**src/design/thermal_sensor_cfg.svh**
```systemverilog
`ifndef THERMAL_SENSOR_CFG_SVH
`define THERMAL_SENSOR_CFG_SVH

// Register indices
`define TSR_CAP_IDX 3'h0
`define TSR_CFG_IDX 3'h1
`define TSR_UPPER_IDX 3'h2
`define TSR_LOWER_IDX 3'h3
`define TSR_CRIT_IDX 3'h4
`define TSR_TEMP_IDX 3'h5
`define TSR_MAKER_IDX 3'h6
`define TSR_PART_IDX 3'h7

// Reset and fixed values (identity values are arbitrary)
`define TSR_CAP_VALUE 16'h005f
`define TSR_CFG_RESET 16'h0000
`define TSR_LIMIT_RESET 16'h0000
`define TSR_TEMP_RESET 13'h0000
`define TSR_MAKER_VALUE 16'h00a5
`define TSR_PART_VALUE 16'h0001

// Configuration bit positions
`define CFG_MODE_BIT 0
`define CFG_POL_BIT 1
`define CFG_CRIT_ONLY_BIT 2
`define CFG_OUT_EN_BIT 3
`define CFG_STS_BIT 4
`define CFG_CLEAR_BIT 5
`define CFG_ALARM_LOCK_BIT 6
`define CFG_CRIT_LOCK_BIT 7
`define CFG_PWR_DOWN_BIT 8
`define CFG_TRIP_HYSTERESIS_LO 9
`define CFG_TRIP_HYSTERESIS_HI 10

// Capability bit positions
`define CAP_ALERT_PD_BIT 7

// Field masks
`define TEMP_VALUE_MASK 16'h1fff
`define LIMIT_VALUE_MASK 16'h1ffc

// Hysteresis in sixteenths of a degree: 0, 1.5, 3, 6
`define TRIP_HYSTERESIS_0 13'h0000
`define TRIP_HYSTERESIS_1 13'h0018
`define TRIP_HYSTERESIS_2 13'h0030
`define TRIP_HYSTERESIS_3 13'h0060

// Shortest time between conversions: 100 ms at 200 MHz
`define CONV_PERIOD_MS 100
`define CLK_MHZ 200
`define CONV_CYCLES (`CONV_PERIOD_MS * 1000 * `CLK_MHZ)

`endif

```
**src/design/thermal_sensor_pkg.sv**
```systemverilog
`default_nettype none

package thermal_sensor_pkg;

    // Host register access, one 16-bit word per request
    typedef struct packed {
        logic wr;
        logic rd;
        logic ptr_wr;
        logic [2:0] ptr;
        logic [15:0] wdata;
    } reg_req_t;

    typedef struct packed {
        logic [1:0] trip_hysteresis;
        logic power_down;
        logic crit_freeze;
        logic alarm_lock;
        logic alert_on;
        logic out_en;
        logic crit_only;
        logic polarity;
        logic intr_mode;
    } cfg_t;

    typedef struct packed {
        logic [2:0] ptr;
        cfg_t cfg;
        logic [15:0] upper;
        logic [15:0] lower;
        logic [15:0] crit;
        logic [12:0] temp;
        logic alarm_prev;
        logic [31:0] conv_cnt;
        logic [15:0] rdata;
        logic rvalid;
        logic alert_pin;
        logic alert_oe_n;
    } state_t;

endpackage : thermal_sensor_pkg

`default_nettype wire

```
**src/design/thermal_sensor_register_bank.sv**
```systemverilog
`include "thermal_sensor_cfg.svh"
`default_nettype none

// Contract
// - Eight 16-bit registers at 0x00..0x07
// - Pointer starts at capability register
// - Capability reads fixed, writes ignored
// - Resolution field encodes temperature step
// - Bit 7 reports power-down alert behaviour
// - Bit 6 reports bus timeout window
// - Hysteresis field widens limit trips
// - Power-down freezes temperature register
// - Power-down cannot be set while locked
// - Critical freeze blocks critical limit writes
// - Alarm lock blocks upper/lower limit writes
// - Locks freeze hysteresis, enable, polarity, mode
// - Critical-only mode; refused under alarm lock
// - Clear write drops latched interrupt event
// - Status bit copies alert, polarity independent
// - Disabled output inactive per polarity
// - Polarity bit selects asserted level
// - Compare temperature with limits for alert
// - Alert output disabled after power-up
// - Trip flags from raw comparisons
// - Temperature two's complement, 0.0625 step
// - Limits two's complement, 0.25 step
// - Comparator or latched interrupt mode
// - Critical at/above, high above, low below
module thermal_sensor_register_bank (
    // Clock and reset
    input wire logic ref_clk_i,
    input wire logic sys_rst_i,
    // Register access from the serial front end
    input wire thermal_sensor_pkg::reg_req_t req_i,
    // Converter result, signed sixteenths of a degree
    input wire logic [12:0] adc_temp_i,
    input wire logic adc_valid_i,
    // Read data
    output logic [15:0] rdata_o,
    output logic rvalid_o,
    output logic [2:0] ptr_o,
    // Alert pin: level and enable, enable low drives; open-drain when active low, driven to both levels when active high
    output logic alert_o,
    output logic alert_oe_n_o
);

    thermal_sensor_pkg::state_t s_r;
    thermal_sensor_pkg::state_t s_nxt;

    // Fixed capability word as a named value, so single bits can be selected
    localparam logic [15:0] cap_fixed = `TSR_CAP_VALUE;

    // ------------------------------------------------------------
    // Helpers
    // ------------------------------------------------------------
    function automatic logic signed [13:0] sx(input logic [12:0] v);
        sx = {v[12], v};
    endfunction

    // limits keep only the quarter-degree bits
    function automatic logic [15:0] limit_word(input logic [15:0] v);
        limit_word = v & `LIMIT_VALUE_MASK;
    endfunction

    function automatic logic [12:0] trip_hysteresis_of(input logic [1:0] h);
        case (h)
            2'h1: trip_hysteresis_of = `TRIP_HYSTERESIS_1;
            2'h2: trip_hysteresis_of = `TRIP_HYSTERESIS_2;
            2'h3: trip_hysteresis_of = `TRIP_HYSTERESIS_3;
            default: trip_hysteresis_of = `TRIP_HYSTERESIS_0;
        endcase
    endfunction

    function automatic logic [15:0] cfg_word(input thermal_sensor_pkg::cfg_t c);
        cfg_word = '0;
        cfg_word[`CFG_TRIP_HYSTERESIS_HI:`CFG_TRIP_HYSTERESIS_LO] = c.trip_hysteresis;
        cfg_word[`CFG_PWR_DOWN_BIT] = c.power_down;
        cfg_word[`CFG_CRIT_LOCK_BIT] = c.crit_freeze;
        cfg_word[`CFG_ALARM_LOCK_BIT] = c.alarm_lock;
        cfg_word[`CFG_STS_BIT] = c.alert_on & c.out_en;
        cfg_word[`CFG_OUT_EN_BIT] = c.out_en;
        cfg_word[`CFG_CRIT_ONLY_BIT] = c.crit_only;
        cfg_word[`CFG_POL_BIT] = c.polarity;
        cfg_word[`CFG_MODE_BIT] = c.intr_mode;
    endfunction

    // ------------------------------------------------------------
    // Comparisons
    // ------------------------------------------------------------
    logic signed [13:0] t_s;
    logic signed [13:0] hy_s;
    logic above_crit;
    logic above_upper;
    logic below_lower;
    logic crit_hold;
    logic upper_hold;
    logic lower_hold;
    logic alarm_cond;
    logic locked;

    always_comb
    begin
        t_s = sx(s_r.temp);
        hy_s = sx(trip_hysteresis_of(s_r.cfg.trip_hysteresis));
        above_crit = t_s >= sx(s_r.crit[12:0]);
        above_upper = t_s > sx(s_r.upper[12:0]);
        below_lower = t_s < sx(s_r.lower[12:0]);
        // hysteresis: once tripped, release only past limit minus offset (lower limit: plus offset)
        crit_hold = t_s >= (sx(s_r.crit[12:0]) - hy_s);
        upper_hold = t_s > (sx(s_r.upper[12:0]) - hy_s);
        lower_hold = t_s < (sx(s_r.lower[12:0]) + hy_s);
        // window outcome that drives the alert
        if (s_r.cfg.crit_only)
        begin
            alarm_cond = above_crit | (s_r.alarm_prev & crit_hold);
        end
        else
        begin
            alarm_cond = above_crit | above_upper | below_lower
                | (s_r.alarm_prev & (crit_hold | upper_hold | lower_hold));
        end
        locked = s_r.cfg.crit_freeze | s_r.cfg.alarm_lock;
    end

    // ------------------------------------------------------------
    // Next state
    // ------------------------------------------------------------
    always_comb
    begin
        logic [15:0] w;
        logic wr_cfg;
        logic clear_req;
        logic asserted;
        w = req_i.wdata;
        wr_cfg = 1'b0;
        clear_req = 1'b0;
        asserted = 1'b0;
        s_nxt = s_r;
        s_nxt.rvalid = 1'b0;

        if (req_i.ptr_wr)
        begin
            s_nxt.ptr = req_i.ptr;
        end

        // --------------------------------------------------------
        // Register writes
        // --------------------------------------------------------
        if (req_i.wr)
        begin
            case (req_i.ptr)
                `TSR_CAP_IDX:
                begin
                    s_nxt.ptr = req_i.ptr;
                end
                `TSR_CFG_IDX:
                begin
                    wr_cfg = 1'b1;
                end
                `TSR_UPPER_IDX:
                begin
                    if (!s_r.cfg.alarm_lock)
                    begin
                        s_nxt.upper = limit_word(w);
                    end
                end
                `TSR_LOWER_IDX:
                begin
                    if (!s_r.cfg.alarm_lock)
                    begin
                        s_nxt.lower = limit_word(w);
                    end
                end
                `TSR_CRIT_IDX:
                begin
                    if (!s_r.cfg.crit_freeze)
                    begin
                        s_nxt.crit = limit_word(w);
                    end
                end
                default:
                begin
                    s_nxt.ptr = req_i.ptr;
                end
            endcase
        end

        // --------------------------------------------------------
        // Configuration
        // --------------------------------------------------------
        if (wr_cfg)
        begin
            // Locks are sticky; only reset clears them
            // critical freeze sticky
            s_nxt.cfg.crit_freeze = s_r.cfg.crit_freeze | w[`CFG_CRIT_LOCK_BIT];
            s_nxt.cfg.alarm_lock = s_r.cfg.alarm_lock | w[`CFG_ALARM_LOCK_BIT];
            if (!locked)
            begin
                s_nxt.cfg.trip_hysteresis = w[`CFG_TRIP_HYSTERESIS_HI:`CFG_TRIP_HYSTERESIS_LO];
                s_nxt.cfg.out_en = w[`CFG_OUT_EN_BIT];
                s_nxt.cfg.polarity = w[`CFG_POL_BIT];
                s_nxt.cfg.intr_mode = w[`CFG_MODE_BIT];
            end
            // set refused under lock, clear always taken
            if (!w[`CFG_PWR_DOWN_BIT] || !locked)
            begin
                s_nxt.cfg.power_down = w[`CFG_PWR_DOWN_BIT];
            end
            if (!w[`CFG_CRIT_ONLY_BIT] || !s_r.cfg.alarm_lock)
            begin
                s_nxt.cfg.crit_only = w[`CFG_CRIT_ONLY_BIT];
            end
            clear_req = w[`CFG_CLEAR_BIT];
        end

        // --------------------------------------------------------
        // Alert event
        // --------------------------------------------------------
        // conversions only while powered up
        if (!s_r.cfg.power_down)
        begin
            if (adc_valid_i)
            begin
                s_nxt.temp = adc_temp_i;
            end
            s_nxt.alarm_prev = alarm_cond;
            // comparator follows, interrupt latches on crossing
            if (!s_r.cfg.intr_mode)
            begin
                s_nxt.cfg.alert_on = alarm_cond;
            end
            else if (alarm_cond != s_r.alarm_prev)
            begin
                s_nxt.cfg.alert_on = 1'b1;
            end
            // clear in interrupt mode unless above critical or a crossing comes in the same cycle
            if (s_r.cfg.intr_mode && clear_req && !above_crit
                && alarm_cond == s_r.alarm_prev)
            begin
                s_nxt.cfg.alert_on = 1'b0;
            end
            if (s_r.cfg.intr_mode && above_crit)
            begin
                s_nxt.cfg.alert_on = 1'b1;
            end
        end
        else
        begin
            // frozen in power-down; clear may drop, never raise
            if (clear_req && s_r.cfg.intr_mode)
            begin
                s_nxt.cfg.alert_on = 1'b0;
            end
        end
        // Entering power-down clears status when capability says so
        if (s_nxt.cfg.power_down && !s_r.cfg.power_down
            && cap_fixed[`CAP_ALERT_PD_BIT])
        begin
            s_nxt.cfg.alert_on = 1'b0;
        end

        // Free-running conversion period marker, kept for pacing visibility
        s_nxt.conv_cnt = (s_r.conv_cnt == 32'(`CONV_CYCLES - 1)) ? 32'h0
            : s_r.conv_cnt + 32'h1;

        // --------------------------------------------------------
        // Read mux
        // --------------------------------------------------------
        if (req_i.rd)
        begin
            case (s_nxt.ptr)
                `TSR_CAP_IDX: s_nxt.rdata = cap_fixed;
                `TSR_CFG_IDX: s_nxt.rdata = cfg_word(s_r.cfg);
                `TSR_UPPER_IDX: s_nxt.rdata = s_r.upper;
                `TSR_LOWER_IDX: s_nxt.rdata = s_r.lower;
                `TSR_CRIT_IDX: s_nxt.rdata = s_r.crit;
                `TSR_TEMP_IDX: s_nxt.rdata = {above_crit, above_upper, below_lower, s_r.temp};
                `TSR_MAKER_IDX: s_nxt.rdata = `TSR_MAKER_VALUE;
                default: s_nxt.rdata = `TSR_PART_VALUE;
            endcase
            s_nxt.rvalid = 1'b1;
        end

        // --------------------------------------------------------
        // Pin drive
        // --------------------------------------------------------
        // disabled output inactive; polarity sets level
        asserted = s_nxt.cfg.alert_on & s_nxt.cfg.out_en;
        if (s_nxt.cfg.polarity)
        begin
            s_nxt.alert_pin = asserted;
            s_nxt.alert_oe_n = 1'b0;
        end
        else
        begin
            s_nxt.alert_pin = 1'b0;
            s_nxt.alert_oe_n = !asserted;
        end
    end

    // ------------------------------------------------------------
    // State register
    // ------------------------------------------------------------
    always_ff @(posedge ref_clk_i)
    begin
        if (sys_rst_i)
        begin
            s_r <= '0;
            s_r.ptr <= `TSR_CAP_IDX;
            s_r.alert_oe_n <= 1'b1;
            s_r.temp <= `TSR_TEMP_RESET;
        end
        else
        begin
            s_r <= s_nxt;
        end
    end

    assign rdata_o = s_r.rdata;
    assign rvalid_o = s_r.rvalid;
    assign ptr_o = s_r.ptr;
    assign alert_o = s_r.alert_pin;
    assign alert_oe_n_o = s_r.alert_oe_n;

endmodule // thermal_sensor_register_bank

`default_nettype wire

```
**config.mk**
```make
export PLATFORM = sky130hd
export DESIGN_NAME = thermal_sensor_register_bank
export DESIGN_NICKNAME = d
export VERILOG_FILES = /design/src/design/thermal_sensor_pkg.sv /design/src/design/thermal_sensor_register_bank.sv
export VERILOG_INCLUDE_DIRS = /design/src /design/src/design
export SDC_FILE = /design/constraint.sdc
export NUM_CORES = 1
export LEC_CHECK = 0
export ABC_AREA = 1
export ABC_CLOCK_PERIOD_IN_PS = 3200
export BUFFER_PORTS_ARGS = -buffer_cell sky130_fd_sc_hd__buf_4
export CAP_MARGIN = 10
export CORE_MARGIN = 3
export CORE_UTILIZATION = 45
export DETAILED_ROUTE_END_ITERATION = 12
export PLACE_DENSITY_LB_ADDON = 0.2
export SLEW_MARGIN = 10
export SYNTH_ARGS = -nofsm -noshare
export SYNTH_HDL_FRONTEND = slang
export SYNTH_SLANG_ARGS = --single-unit
```
**constraint.sdc**
```tcl
create_clock -name ref_clk_i -period 3.2 [get_ports ref_clk_i]
set_input_delay 0 -clock ref_clk_i [delete_from_list [all_inputs] [get_ports ref_clk_i]]
set_output_delay 0 -clock ref_clk_i [all_outputs]
set_load 0.005 [all_outputs]
```
; ---- Yosys cells after proc, flatten, opt, wreduce, memory -nomap -nowiden
; Index checks and enable logic that the tools add are counted.
[word_totals]
ff_bits = 79
out_inout_bits = 22
[op_classes]
addsub = 3
n_lt_le_gt_ge = 6
n_eq_ne = 15
n_mux = 21
bitwise_logic = 18
n_reduce_logical = 22
[ops]
columns = cell, count
row1 = 16-bit one-hot mux with 7 select lines, 1
row2 = 13-bit by 8-bit subtractor with 14-bit output, 2
row3 = 7-bit one-hot mux with 3 select lines, 1
row4 = 13-bit by 8-bit adder with 14-bit output, 1
row5 = 13-bit by 14-bit >= comparator with 1-bit output, 1
row6 = 13-bit by 14-bit greater-than comparator with 1-bit output, 1
row7 = 13-bit by 14-bit < comparator with 1-bit output, 1
row8 = 1-bit two-way mux, 14
row9 = 13-bit >= comparator, 1
row10 = 13-bit greater-than comparator, 1
row11 = 13-bit < comparator, 1
row12 = 3-bit by 2-bit equality test with 1-bit output (second input constant), 4
row13 = 3-bit equality test (second input constant), 4
row14 = 3-bit two-way mux, 3
row15 = 1-bit OR, 9
row16 = 3-bit AND reduction, 3
row17 = 2-bit AND reduction, 4
row18 = 3-bit by 1-bit equality test with 1-bit output (second input constant), 2
row19 = 1-bit logical NOT, 6
row20 = 1-bit inverter, 5
row21 = 1-bit AND, 4
row22 = 2-bit equality test (second input constant), 2
row23 = 1-bit logical AND, 4
row24 = 4-bit two-way mux, 1
row25 = 8 further kinds, 9

; ---- Longest topological paths before layout
[depth]
depth_word = 18
ltp_mapped = 33

; ---- Worst setup path before layout
; No wires, ideal clock.
[synth_path]
path_kind = flip-flop to flip-flop
startpoint = register s_r[121] in the netlist's numbering
endpoint = register s_r, in the netlist alert_o
setup_time_ps = 121
t_arrival_ps = 3314
t_required_ps = 3079
path_slack_ps = -235
stages_incl_launch_ff = 30
period_less_slack_ps = 3435
cell_sequence = dfxtp_1 -> inv_1 -> ha_1 -> fa_1 -> nand2_1 -> a21boi_0 -> nor3_1 -> nand3_1 -> o21ai_0 -> inv_1 -> ha_1 -> nand2_1 -> inv_1 -> nand2_1 -> nor2_1 -> nand2_1 -> nand4_1 -> nand2_1 -> nand2_1 -> nand3_1 -> nand2_1 -> nand2_1 -> nand2_1 -> nand2_1 -> nand2_1 -> nand3_1 -> nand2_1 -> nand2_1 -> nand2_1 -> nor2_1
[synth_between]
elab_chain_cells = 16
[synth_lines]
columns = item, line
row1 = start: declaration, thermal_sensor_register_bank.sv:47  ; thermal_sensor_pkg::state_t s_r;
row2 = start signal: assignment, thermal_sensor_register_bank.sv:315  ; s_r <= s_nxt;
row3 = 2-bit equality test / 2-bit by 1-bit equality test with 1-bit output (equally long branches), thermal_sensor_register_bank.sv:66  ; case (h)
row4 = 7-bit one-hot mux with 3 select lines (*), thermal_sensor_register_bank.sv:66
row5 = "13-bit by 8-bit subtractor with 14-bit output, on equally long branches", "thermal_sensor_register_bank.sv:109, thermal_sensor_register_bank.sv:110"
row6 = 13-bit by 14-bit >= comparator with 1-bit output / 13-bit by 14-bit greater-than comparator with 1-bit output (equally long branches), "thermal_sensor_register_bank.sv:109, thermal_sensor_register_bank.sv:110"
row7 = 1-bit OR (2 in a row), thermal_sensor_register_bank.sv:120  ; | (s_r.alarm_prev & (crit_hold | upper_hold | lower_hold));
row8 = 1-bit AND, thermal_sensor_register_bank.sv:120
row9 = 1-bit OR, thermal_sensor_register_bank.sv:120
row10 = 1-bit two-way mux (*), thermal_sensor_register_bank.sv:113  ; if (s_r.cfg.crit_only)
row11 = 1-bit != test, thermal_sensor_register_bank.sv:232  ; else if (alarm_cond != s_r.alarm_prev)
row12 = 1-bit two-way mux, thermal_sensor_register_bank.sv:232
row13 = 1-bit two-way mux, thermal_sensor_register_bank.sv:228  ; if (!s_r.cfg.intr_mode)
row14 = 1-bit two-way mux (*), thermal_sensor_register_bank.sv:237  ; if (s_r.cfg.intr_mode && clear_req && !above_crit
row15 = 1-bit two-way mux (*), thermal_sensor_register_bank.sv:242  ; if (s_r.cfg.intr_mode && above_crit)
row16 = 1-bit two-way mux (*), thermal_sensor_register_bank.sv:220  ; if (!s_r.cfg.power_down)
row17 = 1-bit AND (*), thermal_sensor_register_bank.sv:288  ; asserted = s_nxt.cfg.alert_on & s_nxt.cfg.out_en;
; Every way passes the cells marked *; elsewhere a longest branch is shown, timed or not.
; A chain may end at the register's enable or synchronous reset.

; ---- Worst setup path in the final report
[layout_path]
startpoint = register s_r[121] in the netlist's numbering
endpoint = register s_r[117] in the netlist's numbering
[layout_between]
elab_chain_cells = 15
[layout_lines]
columns = item, line
row1 = 2-bit equality test / 2-bit by 1-bit equality test with 1-bit output (equally long branches), thermal_sensor_register_bank.sv:66
row2 = 7-bit one-hot mux with 3 select lines (*), thermal_sensor_register_bank.sv:66
row3 = "13-bit by 8-bit subtractor with 14-bit output, on equally long branches", "thermal_sensor_register_bank.sv:109, thermal_sensor_register_bank.sv:110"
row4 = 13-bit by 14-bit >= comparator with 1-bit output / 13-bit by 14-bit greater-than comparator with 1-bit output (equally long branches), "thermal_sensor_register_bank.sv:109, thermal_sensor_register_bank.sv:110"
row5 = 1-bit OR (2 in a row), thermal_sensor_register_bank.sv:120
row6 = 1-bit AND, thermal_sensor_register_bank.sv:120
row7 = 1-bit OR, thermal_sensor_register_bank.sv:120
row8 = 1-bit two-way mux (*), thermal_sensor_register_bank.sv:113
row9 = 1-bit != test, thermal_sensor_register_bank.sv:232
row10 = 1-bit two-way mux, thermal_sensor_register_bank.sv:232
row11 = 1-bit two-way mux, thermal_sensor_register_bank.sv:228
row12 = 1-bit two-way mux (*), thermal_sensor_register_bank.sv:237
row13 = 1-bit two-way mux (*), thermal_sensor_register_bank.sv:242
row14 = 1-bit two-way mux (*), thermal_sensor_register_bank.sv:220
; Marked as above.

==> impl_metrics.toml <==
[die]
row_count = 40
coreArea_mm2 = 0.0123
initial_core_util = 0.469
fp.dieW_um = 119
fp.dieArea_mm2 = 0.0142
io_pins = 60
die_y_um = 119

[clock_tree]
numCtsBuffers = 9
cts_tree = "yes"
clk_pin_slew_ps = 60
numClockSinks = 79
worstSkewPairLatency_ps = 350
cts_root_buf = "clkbuf_16"
clockBufferDepth = 2
htree_levels = 3

[yosys]
synthesis.nets = 908
yosysSeqAreaShare = 0.275
synth.area.top_cells = "dfxtp_1 28%, ha_1 17%, a21oi_1 7.8%"
ys_ff_latch = 79
yosysTopAreaCellShare = 0.275
syn_area_mm2 = 0.00575
synth_edf_count = 0
ys.flop_type = "dfxtp_1"
synth_warnings = 0
yosysUniqueCellTypes = 43
syn_inst = 787
syn_area_per_cell_um2 = 7.31
yosys.area.top_type = "dfxtp_1"
async_flop_share = 0

[finish]
drive_above_1_share = 0.233
post_layout_nonfiller_instances = 1065
final_cell_area_mm2 = 0.00742
mostFrequentLayoutCells = "106 x buf_4, 104 x inv_1, 91 x nand2_1, 81 x a21oi_1, 77 x dfxtp_1"
final_core_util = 0.605
layout_commonest_cell = "buf_4"
insertedDiodeCount = 0
nets = 1013
syn2layout_area_growth_pct = 29.1

[global_route]
grt_use_total = 0.252
grt_pass1_vias = 5588
grt_max_degree = 38
gr-total-overflow = 0
grt_pass1_wl_mm = 28.4
antenna_found_initial = 0

[worst_setup_path]
critical_path_class = "flip-flop to flip-flop"
r2r_end = "s_r[117]"
critPathMaxFanout = 5
reg2reg_depth = 22
crit_start = "s_r[121]"
cp-end-kind = "flip-flop"
cp-start-kind = "flip-flop"
endpoint = "s_r[117]"
worstPathArrival_ps = 3970
rrSetupSlack_ps = -490
r2r-start = "s_r[121]"
cp.required_ps = 3490

[timing]
skew_ps = 7.60
fmax_mhz = 271
setup_viol = 4
period_minus_slack_ps = 3690
whs_ps = 21.7
worst-slew-pin-transition_ps = 911
finalWorstSetupSlack_ps = -489
hold_viol_final = 0
slew_violations = 0
maxSlewHeadroom = 0.391
setup_tns_ps = -1650
rsz0062_at_grt = "yes"
post-route-period-util = 1.15

[pwr]
power.density_mw_per_mm2 = 432
cellLeakagePower_nw = 3.31
irDropWorstVdd_mv = 0.270

[drt]
postRouteWirelength_mm = 17.8
routedWlPerCell_um = 16.7
drc_errors = 0
drtPass1Iterations = 5
ant_nets = 0
drtIter0Drc = 383
vias = 5745
vias_per_cell = 5.39

[place]
globalplace.congestion = 0.938
portBuffers = 56
dpl.hpwl_mm = 13.6
dpl-instance-area_mm2 = 0.00652
dp_cells = 1011

[flow_run]
drv_cap = 0

[outcome]
violations = "setup timing"
outcome = "finished, violations left"

[hold_path]
hp-class = "input pin to flip-flop"
## sequential cells by signal (all words and copies together) (netlist names)
| name | count |
|---|---|
| rvalid_o | 1 |
| alert_o | 1 |
| s_r | 57 |
| rdata_o | 16 |
| ptr_o | 3 |
| alert_oe_n_o | 1 |
## logic make-up after synthesis
kind of cell,synth area share
AND/OR/NAND/NOR,0.193
buffers and inverters,0.117
flip-flops,0.275
adder cells (fa/ha/maj),0.185
AO/OA/AOI/OAI,0.199
XOR/XNOR,0.0320
## where the power goes
group          internal (W)  switching, W
clock network      0.000605      0.000436
registers           0.00103     0.0000614
logic              0.000462      0.000607
## per-stage QoR
stage / total power [W] / worst slack [ps]
after floorplan: 0.00172 / -20.2
after global placement: 0.00201 / -510
after detailed placement: 0.00203 / -571
after CTS: 0.00315 / -425
after global routing: 0.00338 / -717
final: 0.00320 / -489
## worst min-delay path by stage
stage	from	to	slack, ps	cells past startpoint
6_report	req_i[8]	s_r[105]	20	3
5_1_grt	req_i[8]	s_r[105]	30	3
4_1_cts	req_i[8]	s_r[73]	2	3
3_5_place_dp	adc_temp_i[8]	s_r[60]	270	3
3_3_place_gp	adc_temp_i[8]	s_r[60]	260	3
2_1_floorplan	sys_rst_i	s_r[116]	80	1
## synth_stat cells (3+ instances only)
master,number
a21oi_1,90
dfxtp_1,79
xnor2_1,3
nand3_1,44
xor2_1,18
nand2_1,103
ha_1,80
fa_1,3
buf_4,19
and2_1,3
inv_1,109
nand3_2,4
o22ai_1,14
inv_2,4
nor2_1,54
a211oi_1,5
o21ai_0,74
nor3_1,8
nand4_1,13
clkbuf_1,17
o21ai_1,10
## repair_timing
action / in CTS / in global routing
setup buffers: 7 / 4
gates resized for setup: 36 / 28
endpoints found under the setup margin: 4 / 4
hold endpoints to repair: 49 / 0
pin swaps: 21 / 29
hold buffers: 27 / 0
## worst max-delay path: stages (launching register included)
cell and delay, ps:
dfxtp_4 390, inv_4 50, ha_4 260, buf_6 130, fa_2 360, nand2_2 90, a21boi_2 70, nor3_2 170
nand2_1 120, xor2_1 160, ha_1 330, a21oi_2 130, nor2_1 50, nor2_1 130, nand3_2 90, o211ai_1 420
a21oi_2 150, nand2_2 120, nand2_2 50, nand3_2 60, nand2_2 60, buf_4 130, a21oi_2 90
## cell type report
class	count	area (µm²)
Tap cell	168	210
Timing Repair Buffer	134	1080
Inverter	115	439
Clock inverter	5	58.8
Clock buffer	11	233
Multi-Input combinational cell	553	3810
Sequential cell	79	1590
Fill cell	1121	4840
## metal layers
layer  track usage  wire [µm]  part of all wire
met2         0.429       8410              0.47
met3        0.0470        999             0.056
met4        0.0912        638             0.036
met1         0.317       7730              0.43
met5             0          0                 0
Note: power is estimated with default switching activity, not from simulation.
